===== config.mk =====
export PLATFORM = sky130hd
export DESIGN_NAME = data_move_exec
export DESIGN_NICKNAME = d
export VERILOG_FILES = /design/src/data_move_pkg.sv /design/src/quarter_if.sv /design/src/quarter_gen.sv /design/src/op_decode.sv /design/src/data_move_exec.sv
export SDC_FILE = /design/constraint.sdc
export NUM_CORES = 1
export LEC_CHECK = 0
export BUFFER_PORTS_ARGS = -buffer_cell sky130_fd_sc_hd__buf_2
export CAP_MARGIN = 0
export CELL_PAD_IN_SITES_DETAIL_PLACEMENT = 0
export CELL_PAD_IN_SITES_GLOBAL_PLACEMENT = 2
export CORE_UTILIZATION = 36
export CTS_CLUSTER_SIZE = 10
export DETAILED_ROUTE_END_ITERATION = 10
export PLACE_DENSITY_LB_ADDON = 0.1
export SLEW_MARGIN = 20
export SYNTH_ARGS = -nofsm -noshare
export SYNTH_HDL_FRONTEND = slang
export SYNTH_SLANG_ARGS = --single-unit

===== constraint.sdc =====
create_clock -name clk -period 4.3 [get_ports clk]
set_input_delay 0.215 -clock clk [delete_from_list [all_inputs] [get_ports clk]]
set_output_delay 0.215 -clock clk [all_outputs]
set_load 0.01 [all_outputs]

===== src/data_move_pkg.sv =====
// constants, types and encodings for the data-move execution block
// assumes a 16-bit instruction word and a 4096-byte data space
package data_move_pkg;
  // quarter phases of an instruction cycle, one-hot
  typedef enum logic [3:0] {
    Q1 = 4'h1,
    Q2 = 4'h2,
    Q3 = 4'h4,
    Q4 = 4'h8
  } quarter_e;

  // instruction classes handled here
  typedef enum logic [6:0] {
    OP_NONE  = 7'h01,
    OP_IOR   = 7'h02,
    OP_LPTR  = 7'h04,
    OP_COPY_FILE_REG  = 7'h08,
    OP_COPY_FILE_TO_FILE = 7'h10,
    OP_LBANK = 7'h20,
    OP_EXT   = 7'h40
  } op_e;

  // opcode prefixes and masks
  localparam logic [15:0] IOR_MASK    = 16'hFC00;
  localparam logic [15:0] IOR_CODE    = 16'h1000;
  localparam logic [15:0] COPY_FILE_REG_MASK   = 16'hFC00;
  localparam logic [15:0] COPY_FILE_REG_CODE   = 16'h5000;
  localparam logic [15:0] LPTR_MASK   = 16'hFFC0;
  localparam logic [15:0] LPTR_CODE   = 16'hEE00;
  localparam logic [15:0] LBANK_MASK  = 16'hFF00;
  localparam logic [15:0] LBANK_CODE  = 16'h0100;
  localparam logic [3:0]  FF_SRC_PFX  = 4'hC;
  localparam logic [3:0]  EXT_PFX     = 4'hF;

  // field positions inside the instruction word
  localparam int D_BIT     = 9;
  localparam int A_BIT     = 8;
  localparam int PTR_LSB   = 4;
  localparam int HIGH_NIB  = 3;

  // addressing constants
  localparam logic [7:0]  INDEX_LIMIT = 8'h5F;
  localparam logic [7:0]  ACCESS_SPLIT = 8'h60;
  localparam logic [3:0]  ACCESS_HI_BANK = 4'hF;
  localparam logic [11:0] ACC_ADDR    = 12'hFE8;
  localparam logic [11:0] PCL_ADDR    = 12'hFF9;
  localparam logic [11:0] STACK_TOP_LOW_ADDR   = 12'hFFD;
  localparam logic [11:0] STACK_TOP_HIGH_ADDR   = 12'hFFE;
  localparam logic [11:0] STACK_TOP_UPPER_ADDR   = 12'hFFF;

  // reset values and pointer count
  localparam logic [7:0]  ACC_RST   = 8'h00;
  localparam logic [7:0]  BANK_RST  = 8'h00;
  localparam logic [11:0] PTR_RST   = 12'h000;
  localparam int          PTR_COUNT = 3;
endpackage : data_move_pkg


===== src/quarter_if.sv =====
// quarter-phase and decode bundle shared between the core's modules
// assumes one clock; all members are driven on clk
`timescale 1ns/1ps
`default_nettype none
interface quarter_if;
  data_move_pkg::quarter_e q;
  logic                    cycle_start;
  data_move_pkg::op_e      op;
  modport source (output q, output cycle_start, input op);
  modport sink   (input q, input cycle_start, output op);
endinterface : quarter_if
`default_nettype wire


===== src/quarter_gen.sv =====
// quarter-phase sequencer: Q1..Q4 ring, one quarter per clock
// assumes rst clears the ring to Q1
`timescale 1ns/1ps
`default_nettype none
module quarter_gen (
  input  wire logic clk,
  input  wire logic rst,
  quarter_if.source qb
);
  typedef struct packed {
    data_move_pkg::quarter_e q;
  } state_s;

  state_s st_reg;
  state_s st_next;

  // advance one quarter each clock
  always_comb begin
    st_next = st_reg;
    unique case (st_reg.q)
      data_move_pkg::Q1: st_next.q = data_move_pkg::Q2;
      data_move_pkg::Q2: st_next.q = data_move_pkg::Q3;
      data_move_pkg::Q3: st_next.q = data_move_pkg::Q4;
      data_move_pkg::Q4: st_next.q = data_move_pkg::Q1;
      default:           st_next.q = data_move_pkg::Q1;
    endcase
  end

  always_ff @(posedge clk or posedge rst) begin
    if (rst) begin
      st_reg.q <= data_move_pkg::Q1;
    end else begin
      st_reg <= st_next;
    end
  end

  assign qb.q           = st_reg.q;
  assign qb.cycle_start = (st_reg.q == data_move_pkg::Q1);
endmodule : quarter_gen
`default_nettype wire


===== src/op_decode.sv =====
// instruction classifier for the data-move group
// assumes second words are flagged by the executor through ext_pending
`timescale 1ns/1ps
`default_nettype none
module op_decode (
  input  wire logic        clk,
  input  wire logic        rst,
  input  wire logic [15:0] instr,
  input  wire logic        ext_pending,
  quarter_if.sink          qb
);
  typedef struct packed {
    data_move_pkg::op_e op;
  } state_s;

  state_s st_reg;
  state_s st_next;

  // classify one word
  function automatic data_move_pkg::op_e classify(input logic [15:0] w, input logic ext);
    if (ext)
      classify = data_move_pkg::OP_EXT;  // [RL14]
    else if ((w & data_move_pkg::IOR_MASK) == data_move_pkg::IOR_CODE)
      classify = data_move_pkg::OP_IOR;
    else if ((w & data_move_pkg::COPY_FILE_REG_MASK) == data_move_pkg::COPY_FILE_REG_CODE)
      classify = data_move_pkg::OP_COPY_FILE_REG;  // [RL5]
    else if ((w & data_move_pkg::LPTR_MASK) == data_move_pkg::LPTR_CODE)
      classify = data_move_pkg::OP_LPTR;
    else if (w[15:12] == data_move_pkg::FF_SRC_PFX)
      classify = data_move_pkg::OP_COPY_FILE_TO_FILE;  // [RL9]
    else if ((w & data_move_pkg::LBANK_MASK) == data_move_pkg::LBANK_CODE)
      classify = data_move_pkg::OP_LBANK;  // [RL13]
    else
      classify = data_move_pkg::OP_NONE;
  endfunction : classify

  // latch class at decode quarter
  always_comb begin
    st_next = st_reg;
    if (qb.q == data_move_pkg::Q1) begin
      st_next.op = classify(instr, ext_pending);
    end
  end

  always_ff @(posedge clk or posedge rst) begin
    if (rst) begin
      st_reg.op <= data_move_pkg::OP_NONE;
    end else begin
      st_reg <= st_next;
    end
  end

  assign qb.op = st_reg.op;
endmodule : op_decode
`default_nettype wire


===== src/data_move_exec.sv =====
// execution of the data-move instruction group inside an 8-bit core
// assumes a combinational data read port and a data memory write strobe set in Q4 and asserted in the quarter after Q4
//
// Function
// RL1: with access bit clear and extended set on, operands up to 5Fh are indexed offsets.
// RL2: the OR-with-file instruction runs in one cycle: decode, read, process, write.
// RL3: load-pointer-literal puts a 12-bit literal into pointer 0..2 with flags untouched.
// RL4: load-pointer-literal takes two cycles, high part first, low byte second.
// RL5: copy-file-reg moves the file byte to its destination and sets only N and Z.
// RL6: copy-file-reg writes to the accumulator for d=0 and back to the file for d=1.
// RL7: access bit 0 resolves in the access bank, 1 uses the bank-select register.
// RL8: the copy-file-reg operand reaches any byte of the chosen 256-byte bank.
// RL9: file-to-file copy is two words, prefixes 1100 and 1111, 12-bit addresses each.
// RL10: file-to-file copy accepts the accumulator location as source or destination.
// RL11: file-to-file copy never writes program counter low or the stack top bytes.
// RL12: file-to-file copy reads in cycle one, writes in Q4 of cycle two, flags untouched.
// RL13: load-bank-literal loads the bank register in Q4 with the upper nibble forced to zero.
// RL14: the second word of a two-word instruction is only an operand extension.
`timescale 1ns/1ps
`default_nettype none
module data_move_exec #(
  parameter int PTR_NUM = data_move_pkg::PTR_COUNT
) (
  input  wire logic        clk,
  input  wire logic        rst,
  input  wire logic [15:0] instr,
  input  wire logic        ext_set_en,
  input  wire logic [7:0]  index_base,
  input  wire logic [7:0]  mem_rdata,
  output logic      [11:0] mem_raddr,
  output logic      [11:0] mem_waddr,
  output logic      [7:0]  mem_wdata,
  output logic             mem_we,
  output logic      [7:0]  acc,
  output logic      [7:0]  bank_select_reg,
  output logic      [11:0] pointer0,
  output logic      [11:0] pointer1,
  output logic      [11:0] pointer2,
  output logic             flag_n,
  output logic             flag_z,
  output logic             q1_out,
  output logic             ext_busy
);
  // refuse any pointer count other than three
  if (PTR_NUM != 3) begin : g_ptr_check
    $error("data_move_exec serves exactly three pointers");
  end

  quarter_if qb ();

  // state of the executor
  typedef struct packed {
    logic [7:0]             acc;
    logic [7:0]             bank;
    logic [PTR_NUM-1:0][11:0] ptr;
    logic                   n;
    logic                   z;
    logic                   ext;       // next word is an extension
    data_move_pkg::op_e     first_op;  // owner of the pending extension
    logic [1:0]             ptr_sel;
    logic [15:0]            word;      // word under execution
    logic [7:0]             result;
    logic [11:0]            raddr;
    logic [11:0]            waddr;
    logic [7:0]             wdata;
    logic                   we;
    logic                   q1;
  } state_s;

  state_s st_reg;
  state_s st_next;

  data_move_pkg::op_e cur_op;

  quarter_gen u_quarter (
    .clk (clk),
    .rst (rst),
    .qb  (qb.source)
  );

  op_decode u_decode (
    .clk         (clk),
    .rst         (rst),
    .instr       (instr),
    .ext_pending (st_reg.ext),
    .qb          (qb.sink)
  );

  assign cur_op = qb.op;

  // resolve an 8-bit file operand to a 12-bit address
  function automatic logic [11:0] file_addr(
    input logic [7:0] f,
    input logic       a,
    input logic [7:0] bank,
    input logic       ext_en,
    input logic [7:0] base
  );
    logic [7:0] sum;
    sum = 8'h00;
    if (a) begin
      file_addr = {bank[3:0], f};  // [RL7] [RL8]
    end else if (ext_en && (f <= data_move_pkg::INDEX_LIMIT)) begin
      sum = base + f;
      file_addr = {4'h0, sum};  // [RL1]
    end else if (f < data_move_pkg::ACCESS_SPLIT) begin
      file_addr = {4'h0, f};  // [RL7]
    end else begin
      file_addr = {data_move_pkg::ACCESS_HI_BANK, f};
    end
  endfunction : file_addr

  // destinations that file-to-file copy must not touch
  function automatic logic protected_dest(input logic [11:0] ad);
    protected_dest = (ad == data_move_pkg::PCL_ADDR) || (ad == data_move_pkg::STACK_TOP_LOW_ADDR)
                  || (ad == data_move_pkg::STACK_TOP_HIGH_ADDR) || (ad == data_move_pkg::STACK_TOP_UPPER_ADDR);
  endfunction : protected_dest

  // per-quarter execution
  always_comb begin
    logic [11:0] fa;
    logic [7:0]  rd;
    st_next = st_reg;
    fa = file_addr(st_reg.word[7:0], st_reg.word[data_move_pkg::A_BIT], st_reg.bank,
                   ext_set_en, index_base);
    // accumulator lives here, not in data memory
    rd = (st_reg.raddr == data_move_pkg::ACC_ADDR) ? st_reg.acc : mem_rdata;  // [RL10]
    st_next.we = 1'b0;
    st_next.q1 = (qb.q == data_move_pkg::Q4);
    unique case (qb.q)
      data_move_pkg::Q1: begin
        st_next.word = instr;  // decode
      end
      data_move_pkg::Q2: begin
        unique case (cur_op)
          data_move_pkg::OP_IOR, data_move_pkg::OP_COPY_FILE_REG: begin
            st_next.raddr = fa;  // [RL2] [RL5]
          end
          data_move_pkg::OP_COPY_FILE_TO_FILE: begin
            st_next.raddr = st_reg.word[11:0];  // [RL9] [RL10]
          end
          default: ;  // no dummy read on extension words [RL12]
        endcase
      end
      data_move_pkg::Q3: begin
        unique case (cur_op)
          data_move_pkg::OP_IOR: st_next.result = rd | st_reg.acc;  // [RL2]
          data_move_pkg::OP_COPY_FILE_REG: st_next.result = rd;  // [RL5]
          data_move_pkg::OP_COPY_FILE_TO_FILE: st_next.result = rd;  // [RL12] [RL10]
          default: ;
        endcase
      end
      data_move_pkg::Q4: begin
        unique case (cur_op)
          data_move_pkg::OP_IOR, data_move_pkg::OP_COPY_FILE_REG: begin
            st_next.n = st_reg.result[7];  // [RL5]
            st_next.z = (st_reg.result == 8'h00);  // [RL5]
            if (st_reg.word[data_move_pkg::D_BIT]) begin
              if (fa == data_move_pkg::ACC_ADDR) begin
                st_next.acc = st_reg.result;  // [RL6]
              end else begin
                st_next.waddr = fa;  // [RL6]
                st_next.wdata = st_reg.result;
                st_next.we    = 1'b1;  // [RL2]
              end
            end else begin
              st_next.acc = st_reg.result;  // [RL6]
            end
          end
          data_move_pkg::OP_LPTR: begin
            st_next.ptr_sel = st_reg.word[data_move_pkg::PTR_LSB +: 2];
            if (st_next.ptr_sel < PTR_NUM[1:0]) begin
              st_next.ptr[st_next.ptr_sel][11:8] =
                st_reg.word[data_move_pkg::HIGH_NIB:0];  // [RL3] [RL4]
            end
            st_next.ext      = 1'b1;
            st_next.first_op = data_move_pkg::OP_LPTR;
          end
          data_move_pkg::OP_COPY_FILE_TO_FILE: begin
            st_next.ext      = 1'b1;  // [RL9]
            st_next.first_op = data_move_pkg::OP_COPY_FILE_TO_FILE;
          end
          data_move_pkg::OP_LBANK: begin
            st_next.bank = {4'h0, st_reg.word[3:0]};  // [RL13]
          end
          data_move_pkg::OP_EXT: begin
            st_next.ext = 1'b0;  // [RL14]
            if (st_reg.first_op == data_move_pkg::OP_LPTR) begin
              if (st_reg.ptr_sel < PTR_NUM[1:0]) begin
                st_next.ptr[st_reg.ptr_sel][7:0] = st_reg.word[7:0];  // [RL4]
              end
            end else if (st_reg.word[15:12] == data_move_pkg::EXT_PFX) begin
              if (st_reg.word[11:0] == data_move_pkg::ACC_ADDR) begin
                st_next.acc = st_reg.result;  // [RL10]
              end else if (!protected_dest(st_reg.word[11:0])) begin  // [RL11]
                st_next.waddr = st_reg.word[11:0];  // [RL12]
                st_next.wdata = st_reg.result;
                st_next.we    = 1'b1;
              end
            end
          end
          default: ;
        endcase
      end
      default: ;
    endcase
  end

  // register all state
  always_ff @(posedge clk or posedge rst) begin
    if (rst) begin
      st_reg.acc      <= data_move_pkg::ACC_RST;
      st_reg.bank     <= data_move_pkg::BANK_RST;
      st_reg.ptr      <= '0;
      st_reg.n        <= 1'b0;
      st_reg.z        <= 1'b0;
      st_reg.ext      <= 1'b0;
      st_reg.first_op <= data_move_pkg::OP_NONE;
      st_reg.ptr_sel  <= 2'h0;
      st_reg.word     <= 16'h0000;
      st_reg.result   <= 8'h00;
      st_reg.raddr    <= 12'h000;
      st_reg.waddr    <= 12'h000;
      st_reg.wdata    <= 8'h00;
      st_reg.we       <= 1'b0;
      st_reg.q1       <= 1'b1;
    end else begin
      st_reg <= st_next;
    end
  end

  // outputs straight from state
  assign acc             = st_reg.acc;
  assign bank_select_reg = st_reg.bank;
  assign pointer0        = st_reg.ptr[0];
  assign pointer1        = st_reg.ptr[1];
  assign pointer2        = st_reg.ptr[2];
  assign flag_n          = st_reg.n;
  assign flag_z          = st_reg.z;
  assign mem_raddr       = st_reg.raddr;
  assign mem_waddr       = st_reg.waddr;
  assign mem_wdata       = st_reg.wdata;
  assign mem_we          = st_reg.we;
  assign q1_out          = st_reg.q1;
  assign ext_busy        = st_reg.ext;
endmodule : data_move_exec
`default_nettype wire


* Yosys cells after proc, flatten, opt, wreduce, memory -nomap -nowiden
Index checks and enable logic that the tools add are counted.
** Storage, ports and cells
- Memories kept :: 0
- Flip-flop bits (word level) :: 129
- Logic and storage cells :: 129
- Memory bits (read-only) :: 0
- Input bits :: 35
- Output and inout bits :: 89
- Bits in writable memories :: 0
- Latch bits :: 0
** Cells by class
- Bitwise operators :: 1
- $lt $le $gt $ge :: 8
- Shift-type cells :: 0
- Multiplexer cells :: 39
- Add/sub/neg operators :: 1
- Div/mod/pow operators :: 0
- Equality and inequality tests :: 35
- Reduce and logical (&&, ||, !) cells :: 26
- $mul :: 0
** Operators by type and width (count)
- 21-bit 2-to-1 mux :: 6
- 36-bit 2-to-1 mux :: 3
- 12-bit equality test (second input constant) :: 7
- 36-bit bitwise mux :: 2
- 36-bit one-hot mux with 2 select lines :: 1
- 8-bit 2-to-1 mux :: 7
- 12-bit demux with 2-bit select :: 2
- 12-bit 2-to-1 mux :: 4
- 21-bit one-hot mux with 2 select lines :: 1
- 7-bit 2-to-1 mux :: 5
- 8-bit one-hot mux with 2 select lines :: 2
- 12-bit one-hot mux with 2 select lines :: 1
- 2-bit inequality test (second input constant) :: 10
- 7-bit by 3-bit equality test with 1-bit output (second input constant) :: 2
- 7-bit one-hot mux with 2 select lines :: 1
- 2-bit AND reduction :: 7
- 4-bit equality test (second input constant) :: 3
- 4-bit one-hot mux with 3 select lines :: 1
- 2-bit nonzero test :: 6
- 10-bit equality test (second input constant) :: 1
- 8-bit adder :: 1
- 8-bit by 1-bit equality test with 1-bit output (second input constant) :: 1
- 8-bit by 7-bit <= comparator with 1-bit output (second input constant) :: 1
- 8-bit zero test :: 1
- 25 further kinds :: 34

* Logic depth before layout (Yosys ltp)
Gate-level depths: netlist of the first run.
- Depth after elaboration :: 10
- Gate-level depth with buffers :: 10
- Depth with buffers taken out :: 10

* Modules after synthesis
A second synthesis of the first run with hierarchy kept.
** Unflattened totals
- Cell total of the unflattened synthesis :: 594
- Area, all modules :: 6550.0 um^2
** Modules (own cells, without submodules)
- data_move_exec :: cells each 547, seq. area each 2855.2 um^2, area each 6025.8 um^2, times used 1
- op_decode :: cells each 34, seq. area each 176.4 um^2, area each 359.1 um^2, times used 1
- quarter_gen :: cells each 13, seq. area each 101.3 um^2, area each 165.2 um^2, times used 1

* Least setup slack after synthesis of the first run
Ideal clock, no wire load.
- Path kind :: reg-to-reg
- From :: register st_reg[42] (netlist bit)
- To :: register st_reg (netlist bit mem_wdata[0])
- Library setup time :: 127 ps
- Slack :: 1154 ps
- Data required time :: 4173 ps
- Path buffers :: 1
- Arrival time :: 3018 ps
- Period minus slack after synthesis :: 3146 ps
- Stages on the path, launching flop included :: 11
- Path through :: dfrtp_1 -> ha_1 -> fa_1 -> a21o_1 -> a221oi_1 -> xnor2_1 -> mux2i_1 -> o41a_1 -> o21ai_4 -> buf_4 -> mux2_1
** Between the ends
- Word-level cells in the longest chain between the ends :: 7
- Elaborated cells on any way between the ends :: 20
- Classes of those cells :: add/sub (1); order compare (2); eq/ne (9); mux (3); reduce/logical (5)
** Ends and longest elaborated chain
- from (decl) :: line data_move_exec.sv:70 : state_s st_reg;
- from (signal assigned) :: line data_move_exec.sv:228 : st_reg <= st_next;
- 8-bit by 7-bit less-than comparator with 1-bit output or 8-bit by 7-bit <= comparator with 1-bit output (tied branches) :: line data_move_exec.sv:106, data_move_exec.sv:103
- 12-bit 2-to-1 mux or 1-bit logical AND (tied branches) :: line data_move_exec.sv:106, data_move_exec.sv:103
- 12-bit 2-to-1 mux :: line data_move_exec.sv:103 : end else if (ext_en && (f <= data_move_pkg::INDEX_LIMIT)) begin
- 12-bit 2-to-1 mux :: line data_move_exec.sv:101 : if (a) begin
- 12-bit equality test :: line data_move_exec.sv:159 : if (fa == data_move_pkg::ACC_ADDR) begin
- 2-bit inequality test (no line)
- 8-bit AND reduction (no line) (*)
Every way passes the cells marked *; elsewhere a longest branch is shown, timed or not.
A chain may end at the register's enable or synchronous reset.

* Worst setup path in the final report of the first run
- From :: register st_reg[42] (netlist bit)
- To :: register acc[0] (netlist name)
** Between the ends
- Word-level cells in the longest chain between the ends :: 7
- Elaborated cells on any way between the ends :: 12
- Classes of those cells :: add/sub (1); order compare (2); eq/ne (4); mux (3); reduce/logical (2)
** Ends and longest elaborated chain (line)
- 8-bit by 7-bit less-than comparator with 1-bit output or 8-bit by 7-bit <= comparator with 1-bit output (tied branches) :: data_move_exec.sv:106, data_move_exec.sv:103
- 12-bit 2-to-1 mux or 1-bit logical AND (tied branches) :: data_move_exec.sv:106, data_move_exec.sv:103
- 12-bit 2-to-1 mux :: data_move_exec.sv:103
- 12-bit 2-to-1 mux :: data_move_exec.sv:101
- 12-bit equality test :: data_move_exec.sv:159
- 3-bit inequality test (no line)
- 6-bit AND reduction (no line) (*)
Marks and branches as above.

==> impl_metrics.yaml, run 1 <==
outcome:
  outcome: "completed"
worst_setup_path:
  path_max_fanout: 8
  critPathBufInv: 0
  startpoint: "st_reg[42]"
  crit_path_max_incr_delay_ns: 0.58
  crit_path_start_kind: "register"
  critPathSlowestCell: "or3_1"
  worstPathCellList: "ha_1 > fa_1 > a21o_1 > a221oi_1 > xnor2_1 > mux2i_1 > o41a_1 > or3_1 > mux2_4"
  required_ns: 4.59
  arrival_ns: 3.86
  worst-setup-path-type: "register to register"
  r2r_start: "st_reg[42]"
  crit_path_end_kind: "register"
  crit_family: "compound AO/OA/AOI/OAI gates"
floorplanning:
  fp.dieArea_mm2: 0.0184
  core_area_mm2: 0.0174
  rows: 48
  ioPinCount: 124
  start_util_pct: 37.0
  dieHeight_um: 135
  die_w_um: 135
clock_network:
  insertion_delay_ns: 0.41
  clkTransAtPathRegs_ns: 0.06
  cts_sinks: 125
  cts_tree: "yes"
  cts_made_buffers: 17
  cts_resized: 0
  htreeDepth: 4
  cts_root_buffer: "clkbuf_16"
  clock_path_buffers: 2
logic_synthesis:
  async_reset_ff_share_pct: 100
  synth_largest_area_cell: "dfrtp_1"
  syn_avg_cell_area_um2: 10.8
  ys_seq_elements: 125
  netlist.area_leader.share_pct: 47.2
  ys_seq_area_share_pct: 48.8
  yosys_warnings: 0
  synthesis.instances: 594
  synth_edf_count: 0
  synth_area_leaders: "dfrtp_1 47%, buf_4 9.9%, mux2_1 6.0%"
  synth_cell_type_count: 65
  synth_area_mm2: 0.00641
  ys.flop_type: "dfrtp_1"
sta:
  skew_ns: 0.0112
  tns_ns: 0
  slew_violations: 0
  period_minus_slack_ns: 3.56
  relSlewSlack_pct: 34.7
  max_freq_ghz: 0.281
  hold_viol_final: 0
  rsz0062_at_grt: "no"
  worst_pin_slew_ns: 0.966
  worst_slack_ns: 0.737
  setup_viol: 0
  period_share_pct: 82.9
drt:
  first_pass_iters: 4
  ant_nets: 0
  wl_um: 17500
  vias: 4528
  vias_per_cell: 5.13
  drc: 0
  drt_iter0_drc: 154
  wl_per_cell_um: 19.8
run:
  maxCapViolations: 0
pwr:
  ir_worst_vdd_uv: 263
  leakage_nw: 3.70
  power_density_mw_per_mm2: 400
  power_mw: 2.92
global_routing:
  grt_pass1_vias: 4499
  grt_pass1_wl_um: 27200
  track_usage_pct: 20.4
  antenna_found_initial: 0
  grt_max_degree: 56
  overflow: 0
placement:
  dp_hpwl_um: 12900
  gp_congestion: 0.845
  port_buffers: 119
  pre_cts_slack_ns: 0.731
cells_and_area:
  layout-drive-gt1-share_pct: 31.6
  syn2layout_area_growth_pct: 13.6
  antenna_cells: 0
  largest_reg_flops: 29
  nets: 688
hold_path:
  min_from: "instr[14]"
  hold_class: "primary input to register"
## where the power goes
part	total [mW]	leakage [nW]	internal [mW]	switching [mW]
combinational	0.239	1.82	0.0961	0.143
clock	1.40	0.286	0.867	0.536
sequential	1.27	1.60	1.22	0.0498
## worst register-to-register path, cell delays in order (launching register included)
cell,delay [ns]
dfrtp_1,0.39
ha_1,0.22
fa_1,0.43
a21o_1,0.20
a221oi_1,0.34
xnor2_1,0.17
mux2i_1,0.20
o41a_1,0.53
or3_1,0.58
mux2_4,0.38
## synth_stat cells (all sizes together) (3+ instances only)
cell type  number
dfrtp         121
buf            90
nand2          78
mux2           61
o21ai          37
nor2           17
clkbuf         16
inv            13
nor4           13
a21oi          10
a221o           9
nor3            9
a22oi           8
mux2i           8
nand3           8
and3            7
ha              7
nor4b           6
a211oi          5
a21o            5
nand4           5
dfstp           4
nand4b          4
nor3b           4
xnor2           4
nand3b          3
o211ai          3
o31a            3
o31ai           3
or3             3
or4b            3
## worst paths after layout
path | cells after the start | slack (ns) | end
max | 9 | 0.74 | acc[0]
min in group asynchronous | 3 | 0.46 | st_reg[54]
min | 2 | 0.04 | u_decode.qb.op[1]
max reg2reg | 9 | 0.74 | acc[0]
max in group asynchronous | 4 | 2.83 | pointer0[3]
min reg2reg | 1 | 0.48 | pointer1[4]
## per-stage QoR
stage | cells | cell area, µm² | hold WS (ns) | util [%]
after floorplan | 597 | 6420 | 0.311 | -
after global placement | 847 | 6660 | 0.378 | 38.4
after detailed placement | 847 | 6660 | 0.385 | 38.4
after CTS | 883 | 7280 | 0.00708 | 42.0
after global routing | 883 | 7280 | 0.0263 | 42.0
final | 883 | 7280 | 0.0367 | 42.0
## routing by layer
metal	track usage, %	share of wire (%)
met1	29.5	49
met2	30.4	45
met3	4.45	4.6
met4	5.81	0.94
met5	0	0
## cell usage in the layout (no fill, tap or decap), types with 5 or more instances in the layout
cell,count
inv_1,10
buf_4,12
o21ai_0,26
mux2_4,8
a21oi_1,10
a22oi_1,8
nand4_1,5
nor4_1,13
clkinv_2,5
a221o_1,9
nand3_1,8
mux2i_1,8
clkbuf_16,17
and3_1,7
nor3_1,8
buf_2,119
nor4b_1,6
mux2_2,19
a21o_1,5
o21ai_1,10
nand2_1,78
mux2_1,34
nor2_1,16
dfrtp_1,121
ha_1,7
## cell type report
| class | instances | area, µm² |
|---|---|---|
| clock buffer | 18 | 439 |
| clock inverter | 14 | 144 |
| fill | 1702 | 10100 |
| inverter | 14 | 55.1 |
| multi-input combinational | 352 | 2500 |
| sequential | 125 | 3130 |
| tap | 225 | 282 |
| timing repair buffer | 135 | 726 |
## what timing repair did
| action | 4_1_cts | 5_1_grt |
|---|---|---|
| hold buffers | 4 | 0 |
| buffers inserted | 0 | 0 |
| endpoints found under the hold margin | 53 | 0 |
| setup endpoints to repair | 0 | 0 |
## logic make-up after synthesis
logic type | after synthesis | synth area share [%]
buffers and inverters | 120 | 12.3
adder cells (fa/ha/maj) | 8 | 1.68
AO/OA/AOI/OAI | 98 | 10.6
multiplexers | 69 | 12.4
AND/OR/NAND/NOR | 169 | 13.6
other | 1 | 0.0585
XOR/XNOR | 4 | 0.546
flip-flops | 125 | 48.8
(Power assumes the default switching activity.)
==> inputs of run 2 (changes only) <==
==> constraint.sdc (replaced) <==
create_clock -name clk -period 3.4 [get_ports clk]
set_input_delay 0.17 -clock clk [delete_from_list [all_inputs] [get_ports clk]]
set_output_delay 0.17 -clock clk [all_outputs]
set_load 0.01 [all_outputs]
==> impl_metrics.yaml, run 2 (synthesis results as in run 1) <==
drt:
  ant_nets: 0
  first_pass_iters: 4
  wl_um: 17200
  vias_per_cell: 5.04
  vias: 4604
  drt_iter0_drc: 201
  drc: 0
  wl_per_cell_um: 18.8
worst_setup_path:
  r2r_setup_slack_ns: 0.09
  arrival_ns: 3.61
  worstPathCellList: "ha_1 > a211o_1 > and4_4 > o31a_1 > o31a_1 > o41a_1 > or3_1 > buf_4 > mux2_4"
  path_max_fanout: 8
  crit_path_start_kind: "register"
  crit_path_max_incr_delay_ns: 0.53
  crit_top_cell: "o31a_1"
  crit_path_end_kind: "register"
  r2r_start: "st_reg[43]"
  required_ns: 3.69
  critPathBufInv: 1
  critPathSlowestCell: "o41a_1"
  crit_family: "compound AO/OA/AOI/OAI gates"
  startpoint: "st_reg[43]"
  worst-setup-path-type: "register to register"
sta:
  relSlewSlack_pct: 50.9
  max_freq_ghz: 0.302
  rsz0062_at_grt: "no"
  skew_ns: 0.0138
  slew_violations: 0
  tns_ns: 0
  hold_viol_final: 0
  setup_viol: 0
  period_minus_slack_ns: 3.31
  period_share_pct: 97.4
  worst_pin_slew_ns: 0.731
clock_network:
  insertion_delay_ns: 0.42
  postCtsSetupRepairBufs: 0
  htreeDepth: 4
  clock_path_buffers: 2
  cts_root_buffer: "clkbuf_16"
  cts_sinks: 125
  cts_made_buffers: 17
  clkTransAtPathRegs_ns: 0.06
  cts_tree: "yes"
cells_and_area:
  layout_common_cells: "120 x dfrtp_1, 119 x buf_2, 78 x nand2_1, 34 x mux2_1, 34 x buf_4"
  fin_util_pct: 44.0
  nets: 719
  final_area_mm2: 0.00764
  largest_reg_flops: 29
  fin_cells: 914
  antenna_cells: 0
  final_common_cell: "dfrtp_1"
  layout-drive-gt1-share_pct: 33.8
  syn2layout_area_growth_pct: 19.1
floorplanning:
  dieHeight_um: 135
  core_area_mm2: 0.0174
  start_util_pct: 37.0
  rows: 48
  fp.dieArea_mm2: 0.0184
  die_w_um: 135
  ioPinCount: 124
global_routing:
  grt_pass1_vias: 4639
  grt_pass1_wl_um: 26800
  grt_max_degree: 56
  track_usage_pct: 19.9
  overflow: 0
  antenna_found_initial: 1
pwr:
  power_density_mw_per_mm2: 513
  power_mw: 3.92
  leakage_nw: 3.88
  ir_worst_vdd_uv: 343
placement:
  port_buffers: 119
  gp_congestion: 0.853
  dpl_cell_area_mm2: 0.00687
  dp_hpwl_um: 12700
  dp.cells: 871
hold_path:
  hold_class: "primary input to register"
  min_from: "instr[8]"
run:
  maxCapViolations: 0
outcome:
  outcome: "completed"
run 2: worst register-to-register path: stages, from the launching register on:
cell	delay (ns)
dfrtp_2	0.43
ha_1	0.29
a211o_1	0.32
and4_4	0.19
o31a_1	0.27
o31a_1	0.29
o41a_1	0.53
or3_1	0.35
buf_4	0.20
mux2_4	0.31
run 2: path summary, 6_finish.rpt:
path,depth (start not counted),endpoint
min,3,st_reg[50]
min in group asynchronous,3,st_reg[55]
min reg2reg,2,st_reg[55]
max,9,acc[6]
max in group asynchronous,4,mem_raddr[3]
max reg2reg,9,acc[6]
run 2: metrics by stage:
stage	hold WS, ns	setup slack, ns
floorplan	0.266	0.255
global placement	0.316	0.159
detailed placement	0.319	0.0839
CTS	0.00123	0.0616
global route	0.0200	0.0146
finish	0.00920	0.0886
run 2: layout make-up:
cell class / instances / area, µm²
clock buffer: 21 / 460
tap: 225 / 282
fill: 1690 / 9720
clock inverter: 11 / 189
multi-input combinational: 352 / 2510
sequential: 125 / 3130
inverter: 14 / 56.3
timing repair buffer: 166 / 1000
run 2: layer usage:
metal,part of all wire [%],vias up,track usage (%),wire (µm)
met2,47,120,31.2,8040
met4,1.0,0,6.05,174
met5,0,-,0,0
met1,48,2275,27.3,8280
li1,-,2199,-,-
met3,3.9,10,4.23,671
run 2: repair_timing:
action                                  CTS  global route
endpoints found under the setup margin    0             8
resized for setup                         0             3
endpoints found under the hold margin    36             0
hold buffers                             11             0
run 2: power by group:
part | internal [mW] | switching (mW)
combinational | 0.137 | 0.186
clock | 1.34 | 0.653
sequential | 1.55 | 0.0576
